===== src/rtl/datapath_pkg.sv =====
// constants and types shared by the rotate, subtract and skip datapath
// Summary of operation
// - rotate left via flag into work register
// - rotate right, bit 0 wraps, flags kept
// - rotate right via flag back to memory
// - rotate right via flag into work register
// - work minus operand minus inverted flag
// - borrow subtract result written to memory
// - bit-out flag means no borrow
// - subtracts update all six arithmetic flags
// - decrement memory, skip when zero
// - to-work inc/dec writes work only
// - increment memory, skip when zero
// - skip costs a dummy second cycle
// - set byte or bit, flags kept
// - skip when byte or bit nonzero
// - swap nibbles in place or to work
// - skip when memory byte is zero
`default_nettype none
package datapath_pkg;
	localparam int DATA_W = 8;
	localparam int NIBBLE_W = 4;
	localparam int BIT_SEL_W = 3;
	localparam int MSB_POS = 7;
	localparam int LSB_POS = 0;
	localparam logic [DATA_W-1:0] BYTE_ONES = 8'hff;
	localparam logic [DATA_W-1:0] BYTE_ZERO = 8'h00;
	localparam logic [DATA_W-1:0] BYTE_ONE = 8'h01;
	localparam logic [DATA_W-1:0] WORK_RESET = 8'h00;
	localparam logic FLAG_RESET = 1'b0;

	typedef enum logic [4:0] {
		op_nop,
		op_rotate_left_thru_flag_to_work,
		op_rotate_right,
		op_rotate_right_to_work,
		op_rotate_right_thru_flag,
		op_rotate_right_thru_flag_to_work,
		op_subtract_with_borrow,
		op_subtract_with_borrow_imm,
		op_subtract_with_borrow_to_mem,
		op_minus,
		op_minus_imm,
		op_minus_to_mem,
		op_dec_skip_zero,
		op_dec_skip_zero_to_work,
		op_inc_skip_zero,
		op_inc_skip_zero_to_work,
		op_set_byte,
		op_set_bit,
		op_skip_if_nonnull,
		op_skip_if_nonnull_bit,
		op_nibble_exchange,
		op_nibble_exchange_to_work,
		op_skip_if_null,
		op_skip_if_null_to_work
	} op_t;

	typedef enum logic {
		st_exec,
		st_dummy
	} seq_state_t;
endpackage
`default_nettype wire


===== src/rtl/borrow_subtract.sv =====
// eight-bit subtractor with borrow, half borrow and overflow
`timescale 1ns/10ps
`default_nettype none
module borrow_subtract
	import datapath_pkg::*;
#(
	parameter int WIDTH = DATA_W
) (
	input wire logic [WIDTH-1:0] minuend,
	input wire logic [WIDTH-1:0] subtrahend,
	input wire logic borrow_in,
	output logic [WIDTH-1:0] diff,
	output logic not_borrow,
	output logic half_not_borrow,
	output logic overflow
);
	logic [WIDTH:0] wide;
	logic [NIBBLE_W:0] low;
	logic [WIDTH:0] borrow_ext;
	logic [NIBBLE_W:0] borrow_low;

	assign borrow_ext = {{WIDTH{1'b0}}, borrow_in};
	assign borrow_low = {{NIBBLE_W{1'b0}}, borrow_in};
	assign wide = {1'b0, minuend} - {1'b0, subtrahend} - borrow_ext;
	assign low = {1'b0, minuend[NIBBLE_W-1:0]} - {1'b0, subtrahend[NIBBLE_W-1:0]} - borrow_low;
	assign diff = wide[WIDTH-1:0];
	// negative result clears the flag, zero or positive sets it
	assign not_borrow = ~wide[WIDTH];
	assign half_not_borrow = ~low[NIBBLE_W];
	assign overflow = (minuend[WIDTH-1] ^ subtrahend[WIDTH-1]) & (minuend[WIDTH-1] ^ diff[WIDTH-1]);
endmodule // borrow_subtract
`default_nettype wire


===== src/rtl/mcu_rotate_sub_skip_datapath.sv =====
// rotate, subtract, skip, set and swap execution datapath
`timescale 1ns/10ps
`default_nettype none
module mcu_rotate_sub_skip_datapath
	import datapath_pkg::*;
(
	input wire logic clock,
	input wire logic rst,
	input wire logic op_valid,
	input wire op_t op,
	input wire logic [DATA_W-1:0] mem_rdata,
	input wire logic [DATA_W-1:0] imm,
	input wire logic [BIT_SEL_W-1:0] bit_sel,
	input wire logic bit_out_in,
	input wire logic multibyte_null_in,
	input wire logic work_load,
	input wire logic [DATA_W-1:0] work_load_data,
	output logic op_ready,
	output logic [DATA_W-1:0] work_register,
	output logic mem_we,
	output logic [DATA_W-1:0] mem_wdata,
	output logic bit_out_we,
	output logic arith_flags_we,
	output logic bit_out_flag,
	output logic signed_overflow_flag,
	output logic zero_flag,
	output logic half_nibble_flag,
	output logic sign_compare_flag,
	output logic multibyte_null_flag,
	output logic skip
);
	seq_state_t state_q;
	seq_state_t state_d;
	logic [DATA_W-1:0] work_q;
	logic [DATA_W-1:0] work_d;
	logic [DATA_W-1:0] mem_wdata_q;
	logic mem_we_q;
	logic skip_q;
	logic bit_out_we_q;
	logic arith_we_q;
	logic bit_out_q;
	logic overflow_q;
	logic zero_q;
	logic half_q;
	logic sign_cmp_q;
	logic multi_null_q;

	// operation decode
	logic take;
	logic is_rot_l_tw;
	logic is_rot_r;
	logic is_rot_r_tw;
	logic is_rot_rc;
	logic is_rot_rc_tw;
	logic is_sub_b;
	logic is_sub_b_imm;
	logic is_sub_b_mem;
	logic is_sub;
	logic is_sub_imm;
	logic is_sub_mem;
	logic is_dec;
	logic is_dec_tw;
	logic is_inc;
	logic is_inc_tw;
	logic is_set_byte;
	logic is_set_bit;
	logic is_nonnull;
	logic is_nonnull_bit;
	logic is_swap;
	logic is_swap_tw;
	logic is_null;
	logic is_null_tw;

	assign op_ready = (state_q == st_exec);
	assign take = op_valid & op_ready;
	assign is_rot_l_tw = (op == op_rotate_left_thru_flag_to_work);
	assign is_rot_r = (op == op_rotate_right);
	assign is_rot_r_tw = (op == op_rotate_right_to_work);
	assign is_rot_rc = (op == op_rotate_right_thru_flag);
	assign is_rot_rc_tw = (op == op_rotate_right_thru_flag_to_work);
	assign is_sub_b = (op == op_subtract_with_borrow);
	assign is_sub_b_imm = (op == op_subtract_with_borrow_imm);
	assign is_sub_b_mem = (op == op_subtract_with_borrow_to_mem);
	assign is_sub = (op == op_minus);
	assign is_sub_imm = (op == op_minus_imm);
	assign is_sub_mem = (op == op_minus_to_mem);
	assign is_dec = (op == op_dec_skip_zero);
	assign is_dec_tw = (op == op_dec_skip_zero_to_work);
	assign is_inc = (op == op_inc_skip_zero);
	assign is_inc_tw = (op == op_inc_skip_zero_to_work);
	assign is_set_byte = (op == op_set_byte);
	assign is_set_bit = (op == op_set_bit);
	assign is_nonnull = (op == op_skip_if_nonnull);
	assign is_nonnull_bit = (op == op_skip_if_nonnull_bit);
	assign is_swap = (op == op_nibble_exchange);
	assign is_swap_tw = (op == op_nibble_exchange_to_work);
	assign is_null = (op == op_skip_if_null);
	assign is_null_tw = (op == op_skip_if_null_to_work);

	// operation groups
	logic any_sub;
	logic sub_uses_borrow;
	logic sub_uses_imm;
	logic any_dec;
	logic any_inc;
	logic any_null;

	assign sub_uses_borrow = is_sub_b | is_sub_b_imm | is_sub_b_mem;
	assign any_sub = sub_uses_borrow | is_sub | is_sub_imm | is_sub_mem;
	assign sub_uses_imm = is_sub_b_imm | is_sub_imm;
	assign any_dec = is_dec | is_dec_tw;
	assign any_inc = is_inc | is_inc_tw;
	assign any_null = is_null | is_null_tw;

	// subtract unit
	logic [DATA_W-1:0] sub_operand;
	logic sub_borrow_in;
	logic [DATA_W-1:0] sub_diff;
	logic sub_not_borrow;
	logic sub_half_not_borrow;
	logic sub_overflow;
	logic sub_zero;
	logic sub_sign_cmp;
	logic sub_multi_null;

	assign sub_operand = sub_uses_imm ? imm : mem_rdata;
	// plain subtract ignores the incoming flag
	assign sub_borrow_in = sub_uses_borrow ? ~bit_out_in : 1'b0;

	borrow_subtract #(
		.WIDTH(DATA_W)
	) u_sub (
		.minuend(work_q),
		.subtrahend(sub_operand),
		.borrow_in(sub_borrow_in),
		.diff(sub_diff),
		.not_borrow(sub_not_borrow),
		.half_not_borrow(sub_half_not_borrow),
		.overflow(sub_overflow)
	);

	assign sub_zero = (sub_diff == BYTE_ZERO);
	assign sub_sign_cmp = sub_overflow ^ sub_diff[MSB_POS];
	// borrow forms chain the zero test across bytes
	assign sub_multi_null = sub_uses_borrow ? (sub_zero & multibyte_null_in) : sub_zero;

	// per-operation results
	logic [DATA_W-1:0] rot_l_thru_val;
	logic [DATA_W-1:0] rot_r_val;
	logic [DATA_W-1:0] rot_r_thru_val;
	logic [DATA_W-1:0] dec_val;
	logic [DATA_W-1:0] inc_val;
	logic [DATA_W-1:0] swap_val;
	logic [DATA_W-1:0] bit_mask;
	logic [DATA_W-1:0] set_bit_val;
	logic sel_bit;
	logic mem_is_zero;

	assign rot_l_thru_val = {mem_rdata[MSB_POS-1:LSB_POS], bit_out_in};
	assign rot_r_val = {mem_rdata[LSB_POS], mem_rdata[MSB_POS:LSB_POS+1]};
	assign rot_r_thru_val = {bit_out_in, mem_rdata[MSB_POS:LSB_POS+1]};
	assign dec_val = mem_rdata - BYTE_ONE;
	assign inc_val = mem_rdata + BYTE_ONE;
	assign swap_val = {mem_rdata[NIBBLE_W-1:0], mem_rdata[DATA_W-1:NIBBLE_W]};
	// one-hot mask of the selected bit
	for (genvar gi = 0; gi < DATA_W; gi++) begin : g_bit_mask
		assign bit_mask[gi] = (bit_sel == BIT_SEL_W'(gi));
	end
	assign set_bit_val = mem_rdata | bit_mask;
	assign sel_bit = mem_rdata[bit_sel];
	assign mem_is_zero = (mem_rdata == BYTE_ZERO);

	// result selection
	logic [DATA_W-1:0] result;

	assign result = ({DATA_W{is_rot_l_tw}} & rot_l_thru_val)
		| ({DATA_W{is_rot_r | is_rot_r_tw}} & rot_r_val)
		| ({DATA_W{is_rot_rc | is_rot_rc_tw}} & rot_r_thru_val)
		| ({DATA_W{any_sub}} & sub_diff)
		| ({DATA_W{any_dec}} & dec_val)
		| ({DATA_W{any_inc}} & inc_val)
		| ({DATA_W{is_set_byte}} & BYTE_ONES)
		| ({DATA_W{is_set_bit}} & set_bit_val)
		| ({DATA_W{is_swap | is_swap_tw}} & swap_val)
		| ({DATA_W{is_null_tw}} & mem_rdata);

	// destination selection
	logic to_mem;
	logic to_work;

	assign to_mem = take & (is_rot_r | is_rot_rc | is_sub_b_mem | is_sub_mem
		| is_dec | is_inc | is_set_byte | is_set_bit | is_swap);
	// to-work forms leave memory alone
	assign to_work = take & (is_rot_l_tw | is_rot_r_tw | is_rot_rc_tw
		| is_sub_b | is_sub_b_imm | is_sub | is_sub_imm
		| is_dec_tw | is_inc_tw | is_swap_tw | is_null_tw);

	// skip conditions
	logic skip_cond;

	assign skip_cond = take & ((any_dec & (dec_val == BYTE_ZERO))
		| (any_inc & (inc_val == BYTE_ZERO))
		| (is_nonnull & ~mem_is_zero)
		| (is_nonnull_bit & sel_bit)
		| (any_null & mem_is_zero));

	// flag updates; rotates not through the flag, skips, sets and swaps touch none
	logic carry_rot_left;
	logic carry_rot_right;
	logic carry_we_d;
	logic arith_we_d;
	logic bit_out_src;

	assign carry_rot_left = take & is_rot_l_tw;
	assign carry_rot_right = take & (is_rot_rc | is_rot_rc_tw);
	assign arith_we_d = take & any_sub;
	assign carry_we_d = carry_rot_left | carry_rot_right | arith_we_d;
	assign bit_out_src = carry_rot_left ? mem_rdata[MSB_POS]
		: carry_rot_right ? mem_rdata[LSB_POS]
		: sub_not_borrow;

	// work register next value; an executed operation wins over a load
	assign work_d = to_work ? result : (work_load ? work_load_data : work_q);

	// write data holds between writes
	logic [DATA_W-1:0] mem_wdata_d;

	assign mem_wdata_d = to_mem ? result : mem_wdata_q;

	// flags hold unless their write pulse is due
	logic bit_out_d;
	logic overflow_d;
	logic zero_d;
	logic half_d;
	logic sign_cmp_d;
	logic multi_null_d;

	assign bit_out_d = carry_we_d ? bit_out_src : bit_out_q;
	assign overflow_d = arith_we_d ? sub_overflow : overflow_q;
	assign zero_d = arith_we_d ? sub_zero : zero_q;
	assign half_d = arith_we_d ? sub_half_not_borrow : half_q;
	assign sign_cmp_d = arith_we_d ? sub_sign_cmp : sign_cmp_q;
	assign multi_null_d = arith_we_d ? sub_multi_null : multi_null_q;

	// dummy slot after a taken skip
	always_comb begin
		state_d = state_q;
		unique case (state_q)
			st_exec: begin
				if (skip_cond) begin
					state_d = st_dummy;
				end
			end
			st_dummy: begin
				state_d = st_exec;
			end
		endcase
	end

	always_ff @(posedge clock or posedge rst) begin
		if (rst) begin
			state_q <= st_exec;
		end else begin
			state_q <= state_d;
		end
	end

	always_ff @(posedge clock or posedge rst) begin
		if (rst) begin
			skip_q <= FLAG_RESET;
		end else begin
			skip_q <= skip_cond;
		end
	end

	always_ff @(posedge clock or posedge rst) begin
		if (rst) begin
			work_q <= WORK_RESET;
		end else begin
			work_q <= work_d;
		end
	end

	always_ff @(posedge clock or posedge rst) begin
		if (rst) begin
			mem_we_q <= FLAG_RESET;
		end else begin
			mem_we_q <= to_mem;
		end
	end

	always_ff @(posedge clock or posedge rst) begin
		if (rst) begin
			mem_wdata_q <= BYTE_ZERO;
		end else begin
			mem_wdata_q <= mem_wdata_d;
		end
	end

	always_ff @(posedge clock or posedge rst) begin
		if (rst) begin
			bit_out_we_q <= FLAG_RESET;
			bit_out_q <= FLAG_RESET;
		end else begin
			bit_out_we_q <= carry_we_d;
			bit_out_q <= bit_out_d;
		end
	end

	always_ff @(posedge clock or posedge rst) begin
		if (rst) begin
			arith_we_q <= FLAG_RESET;
		end else begin
			arith_we_q <= arith_we_d;
		end
	end

	always_ff @(posedge clock or posedge rst) begin
		if (rst) begin
			overflow_q <= FLAG_RESET;
			zero_q <= FLAG_RESET;
			half_q <= FLAG_RESET;
			sign_cmp_q <= FLAG_RESET;
			multi_null_q <= FLAG_RESET;
		end else begin
			overflow_q <= overflow_d;
			zero_q <= zero_d;
			half_q <= half_d;
			sign_cmp_q <= sign_cmp_d;
			multi_null_q <= multi_null_d;
		end
	end

	assign work_register = work_q;
	assign mem_we = mem_we_q;
	assign mem_wdata = mem_wdata_q;
	assign bit_out_we = bit_out_we_q;
	assign arith_flags_we = arith_we_q;
	assign bit_out_flag = bit_out_q;
	assign signed_overflow_flag = overflow_q;
	assign zero_flag = zero_q;
	assign half_nibble_flag = half_q;
	assign sign_compare_flag = sign_cmp_q;
	assign multibyte_null_flag = multi_null_q;
	assign skip = skip_q;
endmodule // mcu_rotate_sub_skip_datapath
`default_nettype wire


===== config.mk =====
export PLATFORM = sky130hd
export DESIGN_NAME = mcu_rotate_sub_skip_datapath
export DESIGN_NICKNAME = d
export VERILOG_FILES = /design/src/rtl/datapath_pkg.sv /design/src/rtl/borrow_subtract.sv /design/src/rtl/mcu_rotate_sub_skip_datapath.sv
export SDC_FILE = /design/constraint.sdc
export NUM_CORES = 1
export LEC_CHECK = 0
export BUFFER_PORTS_ARGS = -buffer_cell sky130_fd_sc_hd__buf_2
export CAP_MARGIN = 20
export CELL_PAD_IN_SITES_DETAIL_PLACEMENT = 1
export CELL_PAD_IN_SITES_GLOBAL_PLACEMENT = 1
export CORE_ASPECT_RATIO = 0.8
export CORE_MARGIN = 5
export CORE_UTILIZATION = 41
export DETAILED_ROUTE_END_ITERATION = 8
export PLACE_DENSITY_LB_ADDON = 0.1
export SLEW_MARGIN = 20
export SYNTH_ARGS = -nofsm -noshare
export SYNTH_HDL_FRONTEND = slang
export SYNTH_SLANG_ARGS = --single-unit
export TNS_END_PERCENT = 10

===== constraint.sdc =====
create_clock -name clock -period 3.6 [get_ports clock]
set_clock_uncertainty 0.1 [all_clocks]
set_input_delay 0.18 -clock clock [delete_from_list [all_inputs] [get_ports clock]]
set_output_delay 0.18 -clock clock [all_outputs]
set_load 0.01 [all_outputs]

# After elaboration in Yosys (flattened, before gate mapping)
# Index checks and enable logic that the tools add are counted.
dict set report word_totals {
  reg_bits 27
  input_bits 38
  output_inout_bits 27
  word_cells 144
}
dict set report classes {
  n_addsub 6
  magnitude_cmp 1
  eq_ne 30
  n_mux 11
  bitwise 77
  reduce_logical 6
}
# operator count
set op_table {}
lappend op_table {{8-bit bitwise OR} 10}
lappend op_table {{8-bit bitwise AND} 9}
lappend op_table {{5-bit by 4-bit equality test with 1-bit output (second input constant)} 8}
lappend op_table {{5-bit equality test (second input constant)} 8}
lappend op_table {{1-bit bitwise OR} 36}
lappend op_table {{8-bit zero test} 4}
lappend op_table {{8-bit two-way mux} 3}
lappend op_table {{5-bit by 3-bit equality test with 1-bit output (second input constant)} 4}
lappend op_table {{1-bit bitwise AND} 14}
lappend op_table {{3-bit equality test (second input constant)} 4}
lappend op_table {{5-bit by 2-bit equality test with 1-bit output (second input constant)} 2}
lappend op_table {{8-bit by 8-bit subtractor with 9-bit output} 1}
lappend op_table {{9-bit by 1-bit subtractor with 9-bit output} 1}
lappend op_table {{8-bit by 1-bit adder with 8-bit output (second input constant)} 1}
lappend op_table {{8-bit by 1-bit subtractor with 8-bit output (second input constant)} 1}
lappend op_table {{3-bit by 2-bit equality test with 1-bit output (second input constant)} 2}
lappend op_table {{1-bit two-way mux} 6}
lappend op_table {{5-bit by 1-bit equality test with 1-bit output (second input constant)} 1}
lappend op_table {{1-bit NOT} 5}
lappend op_table {{4-bit by 4-bit subtractor with 5-bit output} 1}
lappend op_table {{5-bit by 1-bit subtractor with 5-bit output} 1}
lappend op_table {{3-bit by 4-bit < comparator with 1-bit output (second input constant)} 1}
lappend op_table {{1-bit binary-select mux with 3-bit select} 1}
lappend op_table {{3-bit by 1-bit equality test with 1-bit output (second input constant)} 1}
lappend op_table {{4 further kinds} 6}

# Longest topological paths before layout
dict set report depth {
  word_depth 15
  ltp_mapped 15
}

# Modules after synthesis
# From an unflattened synthesis, not the netlist that was laid out.
dict set report unflattened {
  cells_unflattened 400
  area_unflattened_um2 3271.9
}
# module n_inst cells_each area_each_um2 seq_area_each_um2
set by_module_without_submodules {}
lappend by_module_without_submodules {mcu_rotate_sub_skip_datapath 1 324 2708.8 675.6}
lappend by_module_without_submodules {borrow_subtract 1 76 563.0 0.0}

# Worst setup path after synthesis
# No wires, ideal clock.
dict set report synth_path {
  path_kind {input port to flip-flop}
  from {in op[3]}
  to {reg multi_null_q (netlist: multibyte_null_flag)}
  setup_time_ns 0.090
  arrival_ns 3.479
  t_required_ns 3.410
  setup_slack_ns -0.069
  cell_stages 15
  cell_sequence {buf_2 > buf_2 > nand2_1 > o21ai_0 > and3_1 > buf_2 > mux2_2 > ha_1 > inv_1 > ha_1 > or4b_4 > o22ai_2 > o2bb2ai_2 > or4b_4 > o31ai_4}
}
dict set report synth_between {
  elab_chain_cells 8
  word_cells_on_any_way 20
  classes_between {add/sub: 2; eq/ne: 6; mux: 3; bitwise: 8; reduce/logical: 1}
}
# item line
set synth_lines {}
lappend synth_lines {{start, declared} mcu_rotate_sub_skip_datapath.sv:10} ;# input wire op_t op,
lappend synth_lines {{5-bit by 3-bit equality test with 1-bit output (tied with other cells)} mcu_rotate_sub_skip_datapath.sv:82} ;# assign is_sub_b_imm = (op == op_subtract_with_borrow_imm);
lappend synth_lines {{1-bit bitwise OR, on equally long branches} {mcu_rotate_sub_skip_datapath.sv:110, mcu_rotate_sub_skip_datapath.sv:108}}
lappend synth_lines {{8-bit two-way mux or 1-bit bitwise OR (tied branches)} {mcu_rotate_sub_skip_datapath.sv:126, mcu_rotate_sub_skip_datapath.sv:108}}
lappend synth_lines {{8-bit by 8-bit subtractor with 9-bit output or 1-bit two-way mux (tied branches)} {borrow_subtract.sv:24, mcu_rotate_sub_skip_datapath.sv:128}}
lappend synth_lines {{9-bit by 1-bit subtractor with 9-bit output} borrow_subtract.sv:24} ;# assign wide = {1'b0, minuend} - {1'b0, subtrahend} - borrow_ext;
lappend synth_lines {{8-bit zero test} mcu_rotate_sub_skip_datapath.sv:142} ;# assign sub_zero = (sub_diff == BYTE_ZERO);
lappend synth_lines {{1-bit bitwise AND} mcu_rotate_sub_skip_datapath.sv:145} ;# assign sub_multi_null = sub_uses_borrow ? (sub_zero & multibyte_null_in) : sub_zero;
lappend synth_lines {{1-bit two-way mux} mcu_rotate_sub_skip_datapath.sv:145}
lappend synth_lines {{end signal, assigned} mcu_rotate_sub_skip_datapath.sv:330} ;# multi_null_q <= multi_null_d;
lappend synth_lines {{end, declared} mcu_rotate_sub_skip_datapath.sv:46} ;# logic multi_null_q;
# Parallel ways exist; a longest one is shown, timed or not.
# A chain may end at the register's enable or synchronous reset.

# Final worst setup path
dict set report layout_path {
  from {in op[2]}
  to {reg multi_null_q (netlist: multibyte_null_flag)}
}
# The elaborated chain is that of the path after synthesis.

==> metrics.md <==
| Metric | Value |
|---|---|
| CP max FO | 4 |
| Share of post-route cells with drive strength above 1 | 0.2766 |
| CP Data Required Time | 3710 ps |
| EDFF count, synth | 0 |
| Commonest non-fill, non-tap cell in the layout | buf_2 |
| Total gr overflow | 0 |
| CP top delay family | simple AND/OR/NAND/NOR gates |
| Min Tclk post-route | 3467 ps |
| Leakage | 1.717 nW |
| Antenna cells | 0 |
| Core area | 0.007497 sq mm |
| Area leader, netlist | dfrtp_1 |
| Ports | 65 |
| Setup ws final | 132.6 ps |
| Max Cap Violations | 0 |
| Initial Util | 0.4274 |
| Synthesized Nets | 459 |
| Global-route wire length before repair | 19730 microns |
| # setup viols final | 0 |
| Total global-route track usage | 0.2662 |
| GPL Wtd Cong | 0.9467 |
| Layout Area Growth over Synthesis | 19.91% |
| Critical-path top delay cell | or4b_4 |
| Cell area power density | 367.6 mW/mm^2 |
| Hold Violations, Final | 0 |
| TritonRoute pass-1 iters | 4 |
| Setup WS pre-CTS | -323.6 ps |
| Crit path cell chain | buf_2, nor2b_1, nand2_1, o21ai_0, and3_1, buf_4, mux2_2, ha_1, inv_1, ha_1, or4b_4, o22ai_2, xor2_1, or4b_4, o31ai_4 |
| Detailed-route via count | 3492 |
| # H-tree levels | 1 |
| Die area | 0.009694 sq mm |
| Antenna Violating Nets Remaining | 0 |
| Initial antenna violation count | 0 |
| DRC Markers | 0 |
| Non-Filler Instances | 575 |
| Clk sinks | 27 |
| Nets | 529 |
| Peak supply drop | 0.0002325 V |
| Largest cells by area after synthesis | dfrtp_1, ha_1, mux2_2 |
| Most frequent cells in the layout | buf_2, buf_4, inv_1 |
| Synthesized flop and latch total | 27 |
| Final-report max-slew violation count | 0 |
| Outcome | finished clean |
| Wire per inst | 21.90 microns |
| Insertion delay to the later sink of the worst-skew pair | 280 ps |
| Iteration-0 DRC Markers | 349 |
| WS Path Type | primary input to register |
| Top cell type's share of synthesized area | 0.2109 |
| Port Buf Inserts | 64 |
| Worst Setup End Kind | register |
| CTS tree | built |
| YS warnings | 0 |
| Rel. slew slack | 0.3459 |
| CP Data Arrival Time | 3570 ps |
| Syn_area_per_cell | 7.991 sq um |
| Placed Cells | 570 |
| Die Y | 89.07 microns |
| RSZ-0062 raised after global routing | false |
| Register area share after synthesis | 0.2109 |
| Max Fclk | 288.4 MHz |
| Setup Buffers After CTS | 0 |
| Clk slew on worst S/H paths | 100 ps |
| Mapped Cells | 401 |
| Crit-path max cell delay | 510 ps |
| Buf/Inv on CP | 3 |
| Synth Cell Area | 0.003204 sq mm |
| Pin count of the biggest net entering global routing | 33 |
| Die W | 108.8 microns |
| CP startpoint kind | primary input |
| Total CTS buffers | 3 |
| Post-synthesis cell type count | 70 |
| Part of the cycle the worst path needs | 0.9632 |
| Root Buffer | clkbuf_8 |
| Vias in the first global route | 3612 |
| Worst-margin pin slew | 976.8 ps |
| Max Root-Sink Buffers | 2 |
| Vias/cell | 6.073 |
| Num rows | 28 |
| Hold crit path type | primary input to register |
| Total Wirelength | 12590 microns |
| Async S/R FF share, synth | 1.000 |
| DPL Wire Length | 9999 microns |
| Post-synth top flop | dfrtp_1 |
==> tightest hold or removal path, stage by stage <==
cell and delay, ps:
buf_2 80, a211oi_1 50, a21oi_1 110
==> worst paths after layout <==
check	endpoint	depth (start not counted)	start	slack [ps]
hold / removal	work_register[0]	3	work_load_data[0]	70
setup reg to reg	bit_out_flag	9	work_register[0]	680
min in group asynchronous	mem_wdata[5]	3	rst	410
setup / recovery	multibyte_null_flag	15	op[2]	130
hold reg to reg	half_nibble_flag	2	half_nibble_flag	380
max in group asynchronous	work_register[1]	3	rst	2590
==> layout make-up <==
type,count,area [sq um]
Fill cell,985,3655
Multi-Input combinational cell,306,2266
Sequential cell,27,675.6
Timing Repair Buffer,101,600.6
Tap cell,105,131.4
Inverter,32,120.1
Clock buffer,3,41.29
Clock inverter,1,7.507
==> per-layer routing <==
metal | track usage | wire length, microns | vias up
met5 | 0 | 0 | -
met4 | 0.06193 | 239 | 0
met3 | 0.04549 | 934 | 18
met2 | 0.4296 | 5701 | 157
met1 | 0.3741 | 5718 | 1698
li1 | - | - | 1619
==> synthesized netlist by cell type, types with 10 or more instances <==
| cell | n |
|---|---|
| nor2_1 | 27 |
| inv_1 | 32 |
| buf_2 | 11 |
| clkbuf_1 | 22 |
| nor3_1 | 11 |
| nand3_1 | 16 |
| a21oi_1 | 22 |
| mux2_2 | 13 |
| nand2_1 | 20 |
| dfrtp_1 | 27 |
| o21ai_0 | 14 |
| a211oi_1 | 10 |
| ha_1 | 18 |
| a31oi_1 | 12 |
==> power breakdown <==
part	internal (W)	leakage, nW	switching (W)
Clock	0.0000789	0.0217	0.000109
Combinational	0.000360	1.36	0.000463
Sequential	0.000364	0.334	0.0000378
Total	0.000803	1.72	0.000609
==> cells by family after synthesis <==
group | Yosys count | share of synthesized area
xor+xnor | 16 | 0.04373
mux | 22 | 0.08161
fa+ha+maj | 20 | 0.08278
simple gates | 135 | 0.2413
buf+inv | 68 | 0.08395
flops | 27 | 0.2109
compound gates | 113 | 0.2558
==> registers in the layout, indices dropped and copies added, names as in the netlist <==
register,flops
multibyte_null_flag,1
bit_out_flag,1
state_q,1
work_register,8
skip,1
signed_overflow_flag,1
zero_flag,1
sign_compare_flag,1
arith_flags_we,1
bit_out_we,1
mem_wdata,8
half_nibble_flag,1
mem_we,1
==> per-stage QoR <==
step / util / cell area, sq um / hold WS (ps) / total power (W) / setup TNS (ps)
6_report: 0.5125 / 3842 / 70.69 / 0.001412 / 0
5_1_grt: 0.5125 / 3842 / 58.97 / 0.001510 / 0
4_1_cts: 0.5105 / 3827 / 63.43 / 0.001404 / 0
3_5_place_dp: 0.5038 / 3777 / 364.6 / 0.001214 / -1064
3_3_place_gp: 0.5038 / 3777 / 357.3 / 0.001180 / -506.6
2_1_floorplan: - / 3209 / 132.7 / 0.0008851 / 0
==> what timing repair did <==
action | CTS | global route
resized for setup | 1 | 2
endpoints found under the setup margin | 2 | 5
hold buffers | 0 | 1
gates cloned | 0 | 0
hold endpoints to repair | 0 | 27
Power figures use the tool's default switching activity.
